File: config.mk
export PLATFORM = sky130hd
export DESIGN_NAME = lacr_light_adc_regs
export DESIGN_NICKNAME = d
export VERILOG_FILES = /design/src/verilog/lacr_light_adc_regs.v
export VERILOG_INCLUDE_DIRS = /design/src /design/src/verilog
export SDC_FILE = /design/constraint.sdc
export NUM_CORES = 1
export LEC_CHECK = 0
export ABC_AREA = 1
export BUFFER_PORTS_ARGS = -buffer_cell sky130_fd_sc_hd__buf_2
export CAP_MARGIN = 20
export CORE_ASPECT_RATIO = 0.8
export CORE_UTILIZATION = 54
export DETAILED_ROUTE_END_ITERATION = 10
export PLACE_DENSITY = 0.77
export RECOVER_POWER = 50
export SLEW_MARGIN = 20
export SYNTH_ARGS = -nofsm -noshare
export SYNTH_HDL_FRONTEND = slang
export SYNTH_SLANG_ARGS = --single-unit
File: constraint.sdc
create_clock -name clk_sys -period 2.85 [get_ports clk_sys]
set_input_delay 0.285 -clock clk_sys [delete_from_list [all_inputs] [get_ports clk_sys]]
set_output_delay 0.285 -clock clk_sys [all_outputs]
set_load 0.02 [all_outputs]
File: src/verilog/lacr_defs.vh
`ifndef LACR_DEFS_VH
`define LACR_DEFS_VH

// ----------------------------------------
// register offsets
// ----------------------------------------
`define LACR_ADDR_CMD1      3'h0
`define LACR_ADDR_CMD2      3'h1
`define LACR_ADDR_RES_LO    3'h2
`define LACR_ADDR_RES_HI    3'h3
`define LACR_ADDR_LOWLIM_LO 3'h4
`define LACR_ADDR_LOWLIM_HI 3'h5
`define LACR_ADDR_UPLIM_LO  3'h6
`define LACR_ADDR_UPLIM_HI  3'h7

// ----------------------------------------
// reset values
// ----------------------------------------
`define LACR_RST_CMD        8'h00
`define LACR_RST_RESULT     16'h0000
`define LACR_RST_LOWLIM     8'h00
`define LACR_RST_UPLIM      8'hFF

// ----------------------------------------
// field positions
// ----------------------------------------
`define LACR_OP_HI          7
`define LACR_OP_LO          5
`define LACR_FLAG_BIT       2
`define LACR_PERS_HI        1
`define LACR_PERS_LO        0
`define LACR_RES_HI         3
`define LACR_RES_LO         2
`define LACR_RANGE_HI       1
`define LACR_RANGE_LO       0

// ----------------------------------------
// operation modes
// ----------------------------------------
`define LACR_OP_DOWN        3'h0
`define LACR_OP_ALS_ONCE    3'h1
`define LACR_OP_IR_ONCE     3'h2
`define LACR_OP_ALS_CONT    3'h5
`define LACR_OP_IR_CONT     3'h6

// ----------------------------------------
// resolution codes and cycle counts
// ----------------------------------------
`define LACR_RES_16         2'h0
`define LACR_RES_12         2'h1
`define LACR_RES_8          2'h2
`define LACR_RES_4          2'h3
`define LACR_CYC_16         17'h10000
`define LACR_CYC_12         17'h01000
`define LACR_CYC_8          17'h00100
`define LACR_CYC_4          17'h00010

// ----------------------------------------
// range full-scale values in lux
// ----------------------------------------
`define LACR_SPAN_1         17'd1000
`define LACR_SPAN_2         17'd4000
`define LACR_SPAN_3         17'd16000
`define LACR_SPAN_4         17'd64000

// ----------------------------------------
// persistence counts
// ----------------------------------------
`define LACR_PERS_1         5'h01
`define LACR_PERS_4         5'h04
`define LACR_PERS_8         5'h08
`define LACR_PERS_16        5'h10

// ----------------------------------------
// timing
// ----------------------------------------
`define LACR_CLK_SYS_HZ     20000000
`define LACR_OSC_HZ         725000

`endif

File: src/verilog/lacr_light_adc_regs.v
// Notes on behaviour
// - resolution 00/01/10/11: 65536/4096/256/16 cycles, 16/12/8/4 bits
// - integration lasts exactly the cycle count chosen by resolution
// - range 00..11 selects range one to four, 1000 to 64000 lux
// - result low byte at 02, high byte at 03, both read-only
// - result right-aligned from bit zero, width set by resolution
// - both result registers overwritten when every conversion completes
// - lower threshold at 04/05, resets to 00
// - upper threshold at 06/07, resets to FF
// - integration is 2^n oscillator periods, oscillator near 725kHz
// - flag after m consecutive out-of-window results, m 1/4/8/16
`timescale 1ns/1ps
`include "lacr_defs.vh"

module lacr_light_adc_regs (
  input wire clk_sys,
  input wire reset,
  input wire [2:0] regAddr,
  input wire [7:0] regWrData,
  input wire regWrEn,
  input wire regRdEn,
  output reg [7:0] regRdData,
  input wire [15:0] adcSample,
  output reg [1:0] rangeSelect,
  output reg [16:0] fullScaleSpanLux,
  output wire irMode,
  output wire integrating,
  output reg conversionDone,
  output wire intOut,
  output wire intOe
);

  // ----------------------------------------
  // oscillator tick divider
  // ----------------------------------------
  // nearest lower divide: the tick runs slightly fast rather than slow
  localparam integer OSC_DIV = `LACR_CLK_SYS_HZ / `LACR_OSC_HZ;
  localparam integer OSC_LAST_I = OSC_DIV - 1;
  localparam [4:0] OSC_LAST = OSC_LAST_I[4:0];

  localparam [2:0] ST_IDLE = 3'b001;
  localparam [2:0] ST_INTEG = 3'b010;
  localparam [2:0] ST_DONE = 3'b100;

  reg [4:0] oscDivQ;
  reg oscTickQ;
  reg [7:0] cmd1Q;
  reg [3:0] cmd2Q;
  reg [15:0] resultQ;
  reg [15:0] lowLimQ;
  reg [15:0] upLimQ;
  reg [2:0] stateQ;
  reg [16:0] cycCntQ;
  reg [4:0] persCntQ;
  reg flagQ;
  reg [16:0] cycTarget;
  reg [15:0] resMask;
  reg [4:0] persTarget;
  reg [7:0] rdMux;

  wire [2:0] opMode = cmd1Q[`LACR_OP_HI:`LACR_OP_LO];
  wire opActive = (opMode == `LACR_OP_ALS_ONCE) ||
                  (opMode == `LACR_OP_IR_ONCE) ||
                  (opMode == `LACR_OP_ALS_CONT) ||
                  (opMode == `LACR_OP_IR_CONT);
  wire opContinuous = (opMode == `LACR_OP_ALS_CONT) ||
                      (opMode == `LACR_OP_IR_CONT);
  wire [15:0] newResult = adcSample & resMask;
  wire outOfWindow = (newResult < lowLimQ) || (newResult > upLimQ);
  wire cmd1Read = regRdEn && (regAddr == `LACR_ADDR_CMD1);
  wire cmd1Write = regWrEn && (regAddr == `LACR_ADDR_CMD1);

  assign irMode = (opMode == `LACR_OP_IR_ONCE) ||
                  (opMode == `LACR_OP_IR_CONT);
  assign integrating = (stateQ == ST_INTEG);
  // open-drain active-low pin: pulls low while the flag stands
  assign intOut = 1'b0;
  assign intOe = flagQ;

  // ----------------------------------------
  // decoders
  // ----------------------------------------
  // resolution cycle decode
  function [16:0] cyclesFor;
    input [1:0] res;
    begin
      case (res)
        `LACR_RES_16: cyclesFor = `LACR_CYC_16;
        `LACR_RES_12: cyclesFor = `LACR_CYC_12;
        `LACR_RES_8: cyclesFor = `LACR_CYC_8;
        default: cyclesFor = `LACR_CYC_4;
      endcase
    end
  endfunction

  always @* begin
    cycTarget = cyclesFor(cmd2Q[`LACR_RES_HI:`LACR_RES_LO]);
    resMask = cycTarget[15:0] - 16'h0001;
    case (cmd1Q[`LACR_PERS_HI:`LACR_PERS_LO])
      2'h0: persTarget = `LACR_PERS_1;
      2'h1: persTarget = `LACR_PERS_4;
      2'h2: persTarget = `LACR_PERS_8;
      default: persTarget = `LACR_PERS_16;
    endcase
  end

  // ----------------------------------------
  // range output
  // ----------------------------------------
  // range decode
  always @(posedge clk_sys or posedge reset) begin
    if (reset) begin
      rangeSelect <= 2'h0;
      fullScaleSpanLux <= `LACR_SPAN_1;
    end else begin
      rangeSelect <= cmd2Q[`LACR_RANGE_HI:`LACR_RANGE_LO];
      case (cmd2Q[`LACR_RANGE_HI:`LACR_RANGE_LO])
        2'h0: fullScaleSpanLux <= `LACR_SPAN_1;
        2'h1: fullScaleSpanLux <= `LACR_SPAN_2;
        2'h2: fullScaleSpanLux <= `LACR_SPAN_3;
        default: fullScaleSpanLux <= `LACR_SPAN_4;
      endcase
    end
  end

  // ----------------------------------------
  // oscillator
  // ----------------------------------------
  always @(posedge clk_sys or posedge reset) begin
    if (reset) begin
      oscDivQ <= 5'h00;
      oscTickQ <= 1'b0;
    end else begin
      oscTickQ <= (oscDivQ == OSC_LAST);
      if (oscDivQ == OSC_LAST) begin
        oscDivQ <= 5'h00;
      end else begin
        oscDivQ <= oscDivQ + 5'h01;
      end
    end
  end

  // ----------------------------------------
  // registers
  // ----------------------------------------
  always @(posedge clk_sys or posedge reset) begin
    if (reset) begin
      cmd1Q <= `LACR_RST_CMD;
      cmd2Q <= 4'h0;
      lowLimQ <= {`LACR_RST_LOWLIM, `LACR_RST_LOWLIM};
      upLimQ <= {`LACR_RST_UPLIM, `LACR_RST_UPLIM};
    end else begin
      if (cmd1Write) begin
        // flag bit is status, never written
        cmd1Q <= {regWrData[7:3], 1'b0, regWrData[1:0]};
      end else if (stateQ == ST_DONE && !opContinuous) begin
        // single measurement returns to power-down
        cmd1Q[`LACR_OP_HI:`LACR_OP_LO] <= `LACR_OP_DOWN;
      end
      if (regWrEn) begin
        case (regAddr)
          `LACR_ADDR_CMD2: cmd2Q <= regWrData[3:0];
          `LACR_ADDR_LOWLIM_LO: lowLimQ[7:0] <= regWrData;
          `LACR_ADDR_LOWLIM_HI: lowLimQ[15:8] <= regWrData;
          `LACR_ADDR_UPLIM_LO: upLimQ[7:0] <= regWrData;
          `LACR_ADDR_UPLIM_HI: upLimQ[15:8] <= regWrData;
          default: ;
        endcase
      end
    end
  end

  // ----------------------------------------
  // read mux
  // ----------------------------------------
  always @* begin
    case (regAddr)
      `LACR_ADDR_CMD1: rdMux = {cmd1Q[7:3], flagQ, cmd1Q[1:0]};
      `LACR_ADDR_CMD2: rdMux = {4'h0, cmd2Q};
      `LACR_ADDR_RES_LO: rdMux = resultQ[7:0];
      `LACR_ADDR_RES_HI: rdMux = resultQ[15:8];
      `LACR_ADDR_LOWLIM_LO: rdMux = lowLimQ[7:0];
      `LACR_ADDR_LOWLIM_HI: rdMux = lowLimQ[15:8];
      `LACR_ADDR_UPLIM_LO: rdMux = upLimQ[7:0];
      default: rdMux = upLimQ[15:8];
    endcase
  end

  always @(posedge clk_sys or posedge reset) begin
    if (reset) begin
      regRdData <= 8'h00;
    end else if (regRdEn) begin
      regRdData <= rdMux;
    end
  end

  // ----------------------------------------
  // conversion sequencer
  // ----------------------------------------
  always @(posedge clk_sys or posedge reset) begin
    if (reset) begin
      stateQ <= ST_IDLE;
      cycCntQ <= 17'h00000;
      resultQ <= `LACR_RST_RESULT;
      conversionDone <= 1'b0;
    end else begin
      conversionDone <= 1'b0;
      case (stateQ)
        ST_IDLE: begin
          cycCntQ <= 17'h00000;
          if (opActive && oscTickQ) begin
            stateQ <= ST_INTEG;
          end
        end
        ST_INTEG: begin
          if (!opActive) begin
            stateQ <= ST_IDLE;
          end else if (oscTickQ) begin
            // window ends at the chosen count
            if (cycCntQ + 17'h00001 >= cycTarget) begin
              resultQ <= newResult;
              conversionDone <= 1'b1;
              stateQ <= ST_DONE;
            end
            cycCntQ <= cycCntQ + 17'h00001;
          end
        end
        ST_DONE: begin
          cycCntQ <= 17'h00000;
          stateQ <= ST_IDLE;
        end
        default: stateQ <= ST_IDLE;
      endcase
    end
  end

  // ----------------------------------------
  // persistence and flag
  // ----------------------------------------
  wire convEnd = (stateQ == ST_INTEG) && oscTickQ && opActive &&
                 (cycCntQ + 17'h00001 >= cycTarget);

  always @(posedge clk_sys or posedge reset) begin
    if (reset) begin
      persCntQ <= 5'h00;
      flagQ <= 1'b0;
    end else begin
      if (convEnd) begin
        if (!outOfWindow) begin
          persCntQ <= 5'h00;
        end else if (persCntQ < persTarget) begin
          persCntQ <= persCntQ + 5'h01;
        end
      end
      // set wins over a clearing read in the same cycle
      if (convEnd && outOfWindow &&
          (persCntQ + 5'h01 >= persTarget)) begin
        flagQ <= 1'b1;
      end else if (cmd1Read) begin
        flagQ <= 1'b0;
      end
    end
  end

endmodule

# After elaboration in Yosys (flattened, before gate mapping)

Index checks and enable logic that the tools add are counted.

Input port bits: 31
Logic and storage cells: 111
Bits in registers: 119

$lt $le $gt $ge: 5
Add/sub/neg operators: 4
Reduce and logical (&&, ||, !) cells: 33
Multiplexer cells: 23
Bitwise logic cells: 1
Equal/unequal tests: 27

Operators with widths:

| kind                  | number |
|---|---|
| $pmux 8 s7            | 1 |
| $pmux 17 s3           | 1 |
| $pmux 16 s3           | 1 |
| $mux 17               | 2 |
| $pmux 17 s2           | 1 |
| $eq 3x3->1 const B    | 7 |
| $mux 3                | 6 |
| $add 17x1->17 const B | 1 |
| $ge 17x17->1          | 1 |
| $and 16x16->16        | 1 |
| $gt 16x16->1          | 1 |
| $lt 16x16->1          | 1 |
| $sub 16x1->16 const B | 1 |
| $mux 5                | 3 |
| $pmux 5 s3            | 1 |
| $eq 3x2->1 const B    | 4 |
| $reduce_and 2->1      | 6 |
| $add 5x1->5 const B   | 2 |
| $eq 3x1->1 const B    | 3 |
| $logic_and 1x1->1     | 9 |
| $eq 2x1->1 const B    | 3 |
| $eq 2x2->1 const B    | 3 |
| $logic_not 2->1       | 3 |
| $logic_or 1x1->1      | 6 |
| other kinds (15)      | 25 |

# Logic depth before layout (Yosys ltp)

Gate-level depths: netlist (run 1).

Depth in word-level cells: 9
Depth in mapped cells: 22
Mapped depth without buffers: 22

# Worst setup path before layout (run 1)

Ideal clock, no wire load.

Path kind: register -> register
From: reg cycCntQ[0]
To: reg resultQ[0]
Required time: 2732 ps
Path buffers: 1
Period minus slack after synthesis: 3047 ps
Arrival: 2929 ps
Setup time: 118 ps
Cell stages (with the launch flop): 23
Setup slack: -197 ps
Path through: dfrtp_1 > ha_1 > nand2_1 > nor2_2 > nand2_1 > or3_1 > nor2_1 > nand3_1 > xor2_1 > inv_1 > ha_1 > nand4_1 > nor2_1 > nand2_1 > nor2_1 > nand3_1 > nor2_2 > nor2_4 > nand3_4 > nand2_8 > buf_8 > nand2_1 > o21ai_2

Word-level cells in the longest chain between the ends: 3

Ends and longest elaborated chain:

| item                              | RTL line                  | RTL |
|---|---|---|
| from (decl)                       | lacr_light_adc_regs.v:53  | `reg [16:0] cycCntQ;` |
| from (signal assigned)            | lacr_light_adc_regs.v:225 | `cycCntQ <= cycCntQ + 17'h00001;` |
| $add 17x1->17                     | lacr_light_adc_regs.v:220 | `if (cycCntQ + 17'h00001 >= cycTarget) begin` |
| $ge 17x17->1                      | lacr_light_adc_regs.v:220 |  |
| $reduce_and 4->1 (no source line) | n/a                       |  |
| to (signal assigned)              | lacr_light_adc_regs.v:204 | `` resultQ <= `LACR_RST_RESULT; `` |
| to (signal assigned)              | lacr_light_adc_regs.v:221 | `resultQ <= newResult;` |
| to (decl)                         | lacr_light_adc_regs.v:49  | `reg [15:0] resultQ;` |

No other way between the ends.
A chain may end at the register's enable or synchronous reset.

# Worst setup path in the final report (run 1)

From: reg cycCntQ[0]
To: reg resultQ[1]

The elaborated chain is that of the path after synthesis.

==> results of run 1 <==
## flip-flops by register name, indices dropped and copies added, names as in the netlist
signal and count:
fullScaleSpanLux 7, lowLimQ 16, cmd2Q 4, upLimQ 16
oscDivQ 5, resultQ 16, regRdData 8, conversionDone 1
cmd1Q 7, rangeSelect 2, stateQ 3, cycCntQ 17
persCntQ 5, intOe 1, oscTickQ 1
## per-layer routing
layer	routed length (um)	part of all wire, %
met4	208	1.3
met5	0	0
met1	7710	47
met2	6860	42
met3	1500	9.2
## layout make-up
class | count | area, um2
flip-flops and latches | 109 | 2750
clock buffers | 9 | 225
well taps | 148 | 185
multi-input cells | 548 | 3210
clock inverters | 7 | 80.1
fillers | 1018 | 4200
repair buffers | 84 | 487
inverters | 134 | 512
## logic make-up after synthesis
group | share of synthesized area (%)
simple gates | 21.6
compound gates | 14.1
buf+inv | 10.1
flops | 42.2
fa+ha+maj | 10.7
xor+xnor | 1.07
other cells | 0.115
## worst min-delay path, cell delays in order
cell     delay, ns
buf_2         0.11
nand2_1       0.05
nand2_1       0.05
## worst paths after layout
check / startpoint / endpoint / cells after the start
worst min register to register: cmd2Q[1] / rangeSelect[1] / 0
worst max register to register: cycCntQ[0] / resultQ[1] / 22
max in group asynchronous: reset / lowLimQ[2] / 3
min in group asynchronous: reset / persCntQ[3] / 2
worst min-delay path: adcSample[2] / resultQ[2] / 3
worst max-delay path: cycCntQ[0] / resultQ[1] / 22
## cells in the final DEF, fill, tap and decap left out, types with 3 or more instances in the layout
cell,instances
o21bai_1,3
nand2_1,192
inv_6,3
or2_2,4
nand4_1,18
buf_2,55
buf_4,25
conb_1,7
nor2_2,6
o21ai_0,80
a21oi_1,28
nor2_1,31
nand3_2,3
xor2_1,6
nor3_1,6
nor2_4,6
a2111oi_0,6
inv_1,128
o21ai_1,3
o21ai_2,12
nand2_2,18
nand3_1,29
dfrtp_1,89
dfstp_2,20
ha_1,54
o22ai_1,19
clkbuf_16,9
## stage by stage
step                      setup WS, ns  TNS (ns)  power (mW)
after global routing            -0.404     -8.95        4.64
final                           -0.181     -3.52        4.39
after detailed placement        -0.169     -2.67        3.07
after global placement          -0.113     -1.64        3.03
after CTS                       -0.148     -2.81        4.37
after floorplan                 -0.154     -2.09        2.70
## cell usage after synthesis, types with 4 or more instances
library cell and count:
nor2_4 5, a21oi_1 28, dfrtp_1 89, nand3_1 30
inv_1 130, nor2_2 7, nor2_1 31, nand4_1 18
xor2_1 6, or2_2 4, dfstp_2 20, o21ai_0 80
o22ai_1 19, o21ai_2 12, ha_1 56, nor3_1 6
nand2_2 10, a2111oi_0 6, buf_4 11, clkbuf_1 8
nand2_1 200
## timing repair
action / in CTS / in global routing
cloned: 1 / 1
gates resized for setup: 1 / 9
endpoints found under the setup margin: 25 / 25
pin swaps: 1 / 2
buffers inserted: 1 / 2
hold buffers: 0 / 0
## power groups by stage
stage          clock network [mW]  registers [mW]  logic (mW)
6_report                     1.31            1.89        1.19
5_1_grt                      1.39            1.91        1.34
4_1_cts                      1.32            1.88        1.17
3_5_place_dp                    0            1.91        1.16
3_3_place_gp                    0            1.90        1.13
2_1_floorplan                   0            1.94       0.768
==> results, run 1 <==
- The maximum number of pins on one net before global-route repair is 40.
- Counting flops with a built-in enable in the synthesized netlist gives 0.
- The number of nets still failing antenna checks after routing is 0.
- For this design, the slowest cell found on the critical path is dfrtp_1.
- In the final design database the tool counted 973 nets.
- Once placement completed, the tool counted placed cells totaling 1,018.
- For this design the static power due to leakage is 3.84 nW.
- The arrival time at the worst endpoint is 3.31 ns.
- The global routing's busiest layer is met1.
- In the routed design, unresolved DRC markers number 14.
- The average vias per placed instance is 5.50.
- In this run, synthesis produced a sequential element count of 109.
- The core area is 0.0116 mm2.
- In this design, the stage delay of the slowest critical-path cell is 0.36 ns.
- Sequential cells burn 42.9% of the power.
- In this run the biggest area consumer among cell types represents 34.2% of the synthesized area.
- The worst setup skew after layout is 0.0108 ns.
- The number of global-route vias before repair is 5,135.
- Sequential elements use 42.2% of the synthesized area.
- The required time at the worst-slack endpoint is 3.13 ns.
- Measured on the finished design, the core utilization comes to 64.0%.
- Setup violations remaining at the end of the flow were counted as 25.
- The number of levels in the clock H-tree is 3.
- The count of port buffers added during placement is 55.
- The total length of routed wires is 16,300 um.
- The cell at the root of the clock tree is clkbuf_16.
- The boundary pin count is 63.
- The highest ir drop seen on vdd is 467 uV.
- The die is 125 um wide.
- Walking the worst path, the cells encountered are ha_2, nand2_2, nor2_4, nand2_2, or3_4, nor2_1, nand3_1, xor2_1, inv_1, ha_4, nand4_1, nor2_1, nand2_1, nor2_1, nand3_1, nor2_2, nor2_4, nand3_4, nand2_8, inv_8, nand2_2, o21ai_1.
- The fmax is 0.330 GHz.
- The final reports fail on design-rule violations, negative setup slack.
- The worst setup slack after layout is -0.181 ns.
- Global routing used 39.8% of the available met2 tracks.
- In this run the tightest slew margin relative to its limit is 9.42%.
- The category of cells accounting for the largest share of critical-path delay is simple AND/OR/NAND/NOR gates.
- The number of buffers and inverters on the critical path is 2.
- The worst setup path is of the reg2reg kind.
- The max-cap check violation count is 0.
- The initial antenna violation count is 0.
- For this design the total switching power over the nets is 1.53 mW.
- The type of element launching the critical path is a register.
- The count of pins over their slew limit came to 0.
- The combinational fraction of design power is 27.2%.
- The worst path in the final design needs a cycle of 3.03 ns, including I/O delays and setup.
- In this run, distinct cell masters in the synthesized netlist total 41.
- The area of all placed cells without fillers is 0.00745 mm2.
- The final number of hold-violating endpoints is 0.
- The clock tree from TritonCTS is done.
- The first global-routing pass estimated 26,300 um of wire.
- The routability congestion estimate from global placement is 0.943.
- The maximum count of clock buffers along a single path is 2.
- The total standard cell area after synthesis is 0.00652 mm2.
- In this run, the number of DRC markers left after iteration 0 of detailed routing was 530.
- Buffers inserted during clock tree synthesis total 9.
- The number of vias after detailed routing is 5,716.
- Clock latency on the worst-skew pair, taken at its later pin, is 0.36 ns.
- After synthesis, the cell types taking the most area are dfrtp_1 (34%), nand2_1 (12%), ha_1 (11%).
- Of all flip-flops after synthesis, the portion carrying an async set or reset was 100%.
- The aggregate global routing overflow is 0.
- Global routing used 6.56% of the available met3 tracks.
- The internal portion of the total power is 2.86 mW.
- Hold timing on the final database bottoms out at a slack of 0.180 ns.
- The effective utilization at floorplan is 56.0%.
- The die covers 0.0125 mm2.
- Detailed placement ended at an HPWL of 12,400 um.
- The Yosys step of the flow raised 0 warnings.
- The global-route total usage across every layer is 27.3%.
- The share of post-route cells with drive strength above 1 is 20.0%.
- The switching share of power is 34.8%.
- The tightest min-delay check is of the in2reg type.
- The count of antenna diodes in the layout is 0.
- In this run the power density over the cells is 590 mW/mm2.
- The worst setup path is captured at a register.
- The run finished, with violations left.
- The maximum fanout count along the critical path is 8.
- Row generation in the floorplan step produced 35 rows.
- The clock net sink count is 109.
- A synthesized cell averages 8.09 um2.
- The clock-pin slew reported for the worst setup and hold paths after clock tree synthesis is 0.08 ns.
- The primary flip-flop cell chosen by synthesis mapping is dfrtp_1.
- In the finished design, the share of the clock period the worst path needs comes to 106%.
- Setup repair after global routing could not meet its margin everywhere.
- The vertical extent of the die is 100 um.
- The detailed-route wire length per cell is 15.7 um.
- Global routing consumed, on the met1 layer, 40.9% of the routing resources.
- The slew at the pin with the worst max-slew slack is 1.35 ns.
- The largest area contributor in the synthesized netlist is dfrtp_1.
- For this run, the detailed router's first-pass iteration total came to 8.
- The synthesized instance count is 806.
- The layout-stage area growth over the synthesis result is 14.3%.
- The clock network accounts for 29.9% of the total power.
- The non-filler instance count after layout is 1,039.
- The register-to-register path setup slack is -0.18 ns.
- The cell area after placement is 0.00709 mm2.
Note: power is estimated with default switching activity, not from simulation.
==> inputs of run 2 (changes only) <==
--- a/config.mk
+++ b/config.mk
@@ -10,9 +10,8 @@
 export BUFFER_PORTS_ARGS = -buffer_cell sky130_fd_sc_hd__buf_2
 export CAP_MARGIN = 20
 export CORE_ASPECT_RATIO = 0.8
-export CORE_UTILIZATION = 54
+export CORE_UTILIZATION = 30
 export DETAILED_ROUTE_END_ITERATION = 10
-export PLACE_DENSITY = 0.77
 export RECOVER_POWER = 50
 export SLEW_MARGIN = 20
 export SYNTH_ARGS = -nofsm -noshare
==> results, run 2 (synthesis results as in run 1) <==
- The total power is 4.33 mW.
- After detailed routing, the number of vias per cell comes to 4.73.
- The smallest hold slack is 0.199 ns.
- Detailed placement finished with a half-perimeter wire length of 13,700 um.
- The fmax is 0.325 GHz.
- Clock-pin slew was measured on the worst setup and hold paths at 0.08 ns.
- The clock net sink count is 109.
- The cell area after placement is 0.00730 mm2.
- Setup repair after global routing could not meet its margin everywhere.
- The share of the clock period used by the worst path is 108%.
- The number of global-route vias before repair came to 5,277.
- The static leakage is 3.79 nW.
- The leading cell type in the layout, fill and taps excluded is nand2_1.
- For this run, the share of the core covered by cells in the final layout is 36.5%.
- The maximum number of pins on one net before global-route repair is 62.
- Adding up every negative setup slack in the final design gives -3.93 ns.
- The register with the most flip-flops is cycCntQ.
- The number of cell rows is 47.
- In the global route stage, met1 resource usage came out at 24.8%.
- In this run the remaining antenna-violating nets after routing total 0.
- The final layout contains 983 nets.
- The initial antenna violation count came to 0.
- The critical path start-end classification is reg2reg.
- The number of flip-flops in the largest register is 17.
- The region available for standard cell placement spans 0.0210 mm2.
- Counting the buffers created by CTS gives 9.
- STA classifies the critical path startpoint as a register.
- The max-cap check violation count is 0.
- The final reports fail on negative setup slack.
- The clock period minus final worst setup slack is 3.07 ns.
- The total length of routed wires is 17,800 um.
- The worst setup slack after layout is -0.224 ns.
- Global routing finished with a remaining overflow of 0.
- The global routing's busiest layer is met1.
- The finished cells cover 0.00766 mm2.
- In the layout the commonest cells are nand2_1 (191), inv_1 (128), dfrtp_1 (89), o21ai_0 (80), ha_1 (54).
- The horizontal die dimension is 167 um.
- The global routing usage on met2 is 24.4%.
- Fill cells in the final layout number 2,219.
- The clock passes through at most 2 buffers.
- In this run the power density over the cells is 565 mW/mm2.
- Input and output buffers added on the ports amount to 55.
- The arrival time at the worst endpoint is 3.33 ns.
- Before antenna repair, the detailed router went through 5 iterations.
- The area of the die is 0.0223 mm2.
- Counting cells, the worst reg-to-reg path comes to 22.
- In this run the vertical extent of the chip is 134 um.
- The number of vias after detailed routing is 5,539.
- The met3 track utilization from global routing is 3.87%.
- The global-route total usage across every layer is 16.8%.
- The clock insertion delay at the later pin of the skew report is 0.36 ns.
- The boundary pin count is 63.
- The cell at the root of the clock tree is clkbuf_16.
- On the final layout, the worst clock skew is 0.0107 ns.
- The routability congestion estimate from global placement is 0.841.
- The DRC violation count after routing is 0.
- The number of instances on the worst hold path is 3.
- Once the floorplan was initialized, standard cells occupied 31.1% of the core.
- The highest ir drop seen on vdd is 288 uV.
- After detailed routing, the average wire length per cell comes to 15.2 um.
- The count of pins over their slew limit is 0.
- The wire length of the first global-routing pass is 28,900 um.
- Relative to the synthesized area, the layout overhead comes to 17.5%.
- The sequential cells in the finished layout cover a total of 0.00275 mm2.
- The min-delay analysis places its worst path in the category in2reg.
- Headroom to the max-slew limit came out at 22.5%.
- The run finished, with violations left.
- The H-tree was split into 3 levels.
- Cells with a size suffix above 1 make up 18.3% of the layout.
- The type of element capturing the critical path is a register.
- The maximum fanout count along the critical path is 7.
- The slew at the pin with the worst max-slew slack is 1.16 ns.
- The required time at the worst-slack endpoint is 3.11 ns.
- The repair_antennas step left the layout with diodes totalling 0.
- After the first detailed-routing iteration, the DRC count stood at 502.
- The clock tree from TritonCTS is done.
- Summing all multi-input logic gate instances after layout gives 0.00324 mm2.
- Setup violations remaining at the end of the flow were counted as 24.
- The final number of hold-violating endpoints is 0.
==> run 2: routing by layer <==
metal	vias to the layer above	wire, um
li1	2793	-
met5	-	0
met1	2596	9220
met2	135	7340
met4	0	261
met3	15	962
==> run 2: area by class of cell <==
type	count	share of cell area, %
Multi-Input combinational cell	549	42.3
Sequential cell	109	35.9
Timing Repair Buffer	93	7.10
Inverter	134	6.74
Tap cell	269	4.39
Clock buffer	10	2.99
Clock inverter	6	0.604
==> run 2: through the flow <==
stage               setup WS (ns)  cells
finish                     -0.224   1170
global route               -0.450   1170
CTS                        -0.189   1167
detailed placement         -0.201   1147
global placement           -0.149   1147
floorplan                  -0.154    811
==> run 2: critical path: stages (launching register included) <==
cell,delay [ns]
dfrtp_1,0.36
ha_2,0.19
nand2_2,0.07
nor2_4,0.09
nand2_2,0.08
or3_4,0.34
nor2_2,0.08
nand3_1,0.08
xor2_1,0.19
inv_1,0.09
ha_4,0.27
nand4_1,0.09
nor2_1,0.11
nand2_1,0.06
nor2_1,0.08
nand3_1,0.08
nor2_2,0.16
nor2_4,0.05
nand3_4,0.12
buf_12,0.15
nand2_8,0.08
nand2_1,0.10
o21ai_2,0.05
==> run 2: final timing paths <==
path,startpoint,end,slack [ns]
min in group asynchronous,reset,lowLimQ[0],0.69
hold / removal,adcSample[3],resultQ[3],0.20
max in group asynchronous,reset,resultQ[15],0.70
setup / recovery,cycCntQ[0],resultQ[5],-0.22
setup reg to reg,cycCntQ[0],resultQ[5],-0.22
hold reg to reg,cmd2Q[1],rangeSelect[1],0.47
==> run 2: what timing repair did <==
action,CTS,global route
setup buffers,1,2
pin swaps,2,11
hold endpoints to repair,15,0
setup endpoints to repair,25,25
hold buffers,1,0
gates cloned,2,1
gates resized for setup,6,9
==> run 2: where the power goes <==
group / total, mW / switching (mW) / leakage (nW) / internal (mW)
clock network: 1.22 / 0.617 / 0.129 / 0.601
logic: 1.24 / 0.813 / 2.36 / 0.422
registers: 1.88 / 0.116 / 1.30 / 1.76
total: 4.33 / 1.55 / 3.79 / 2.78
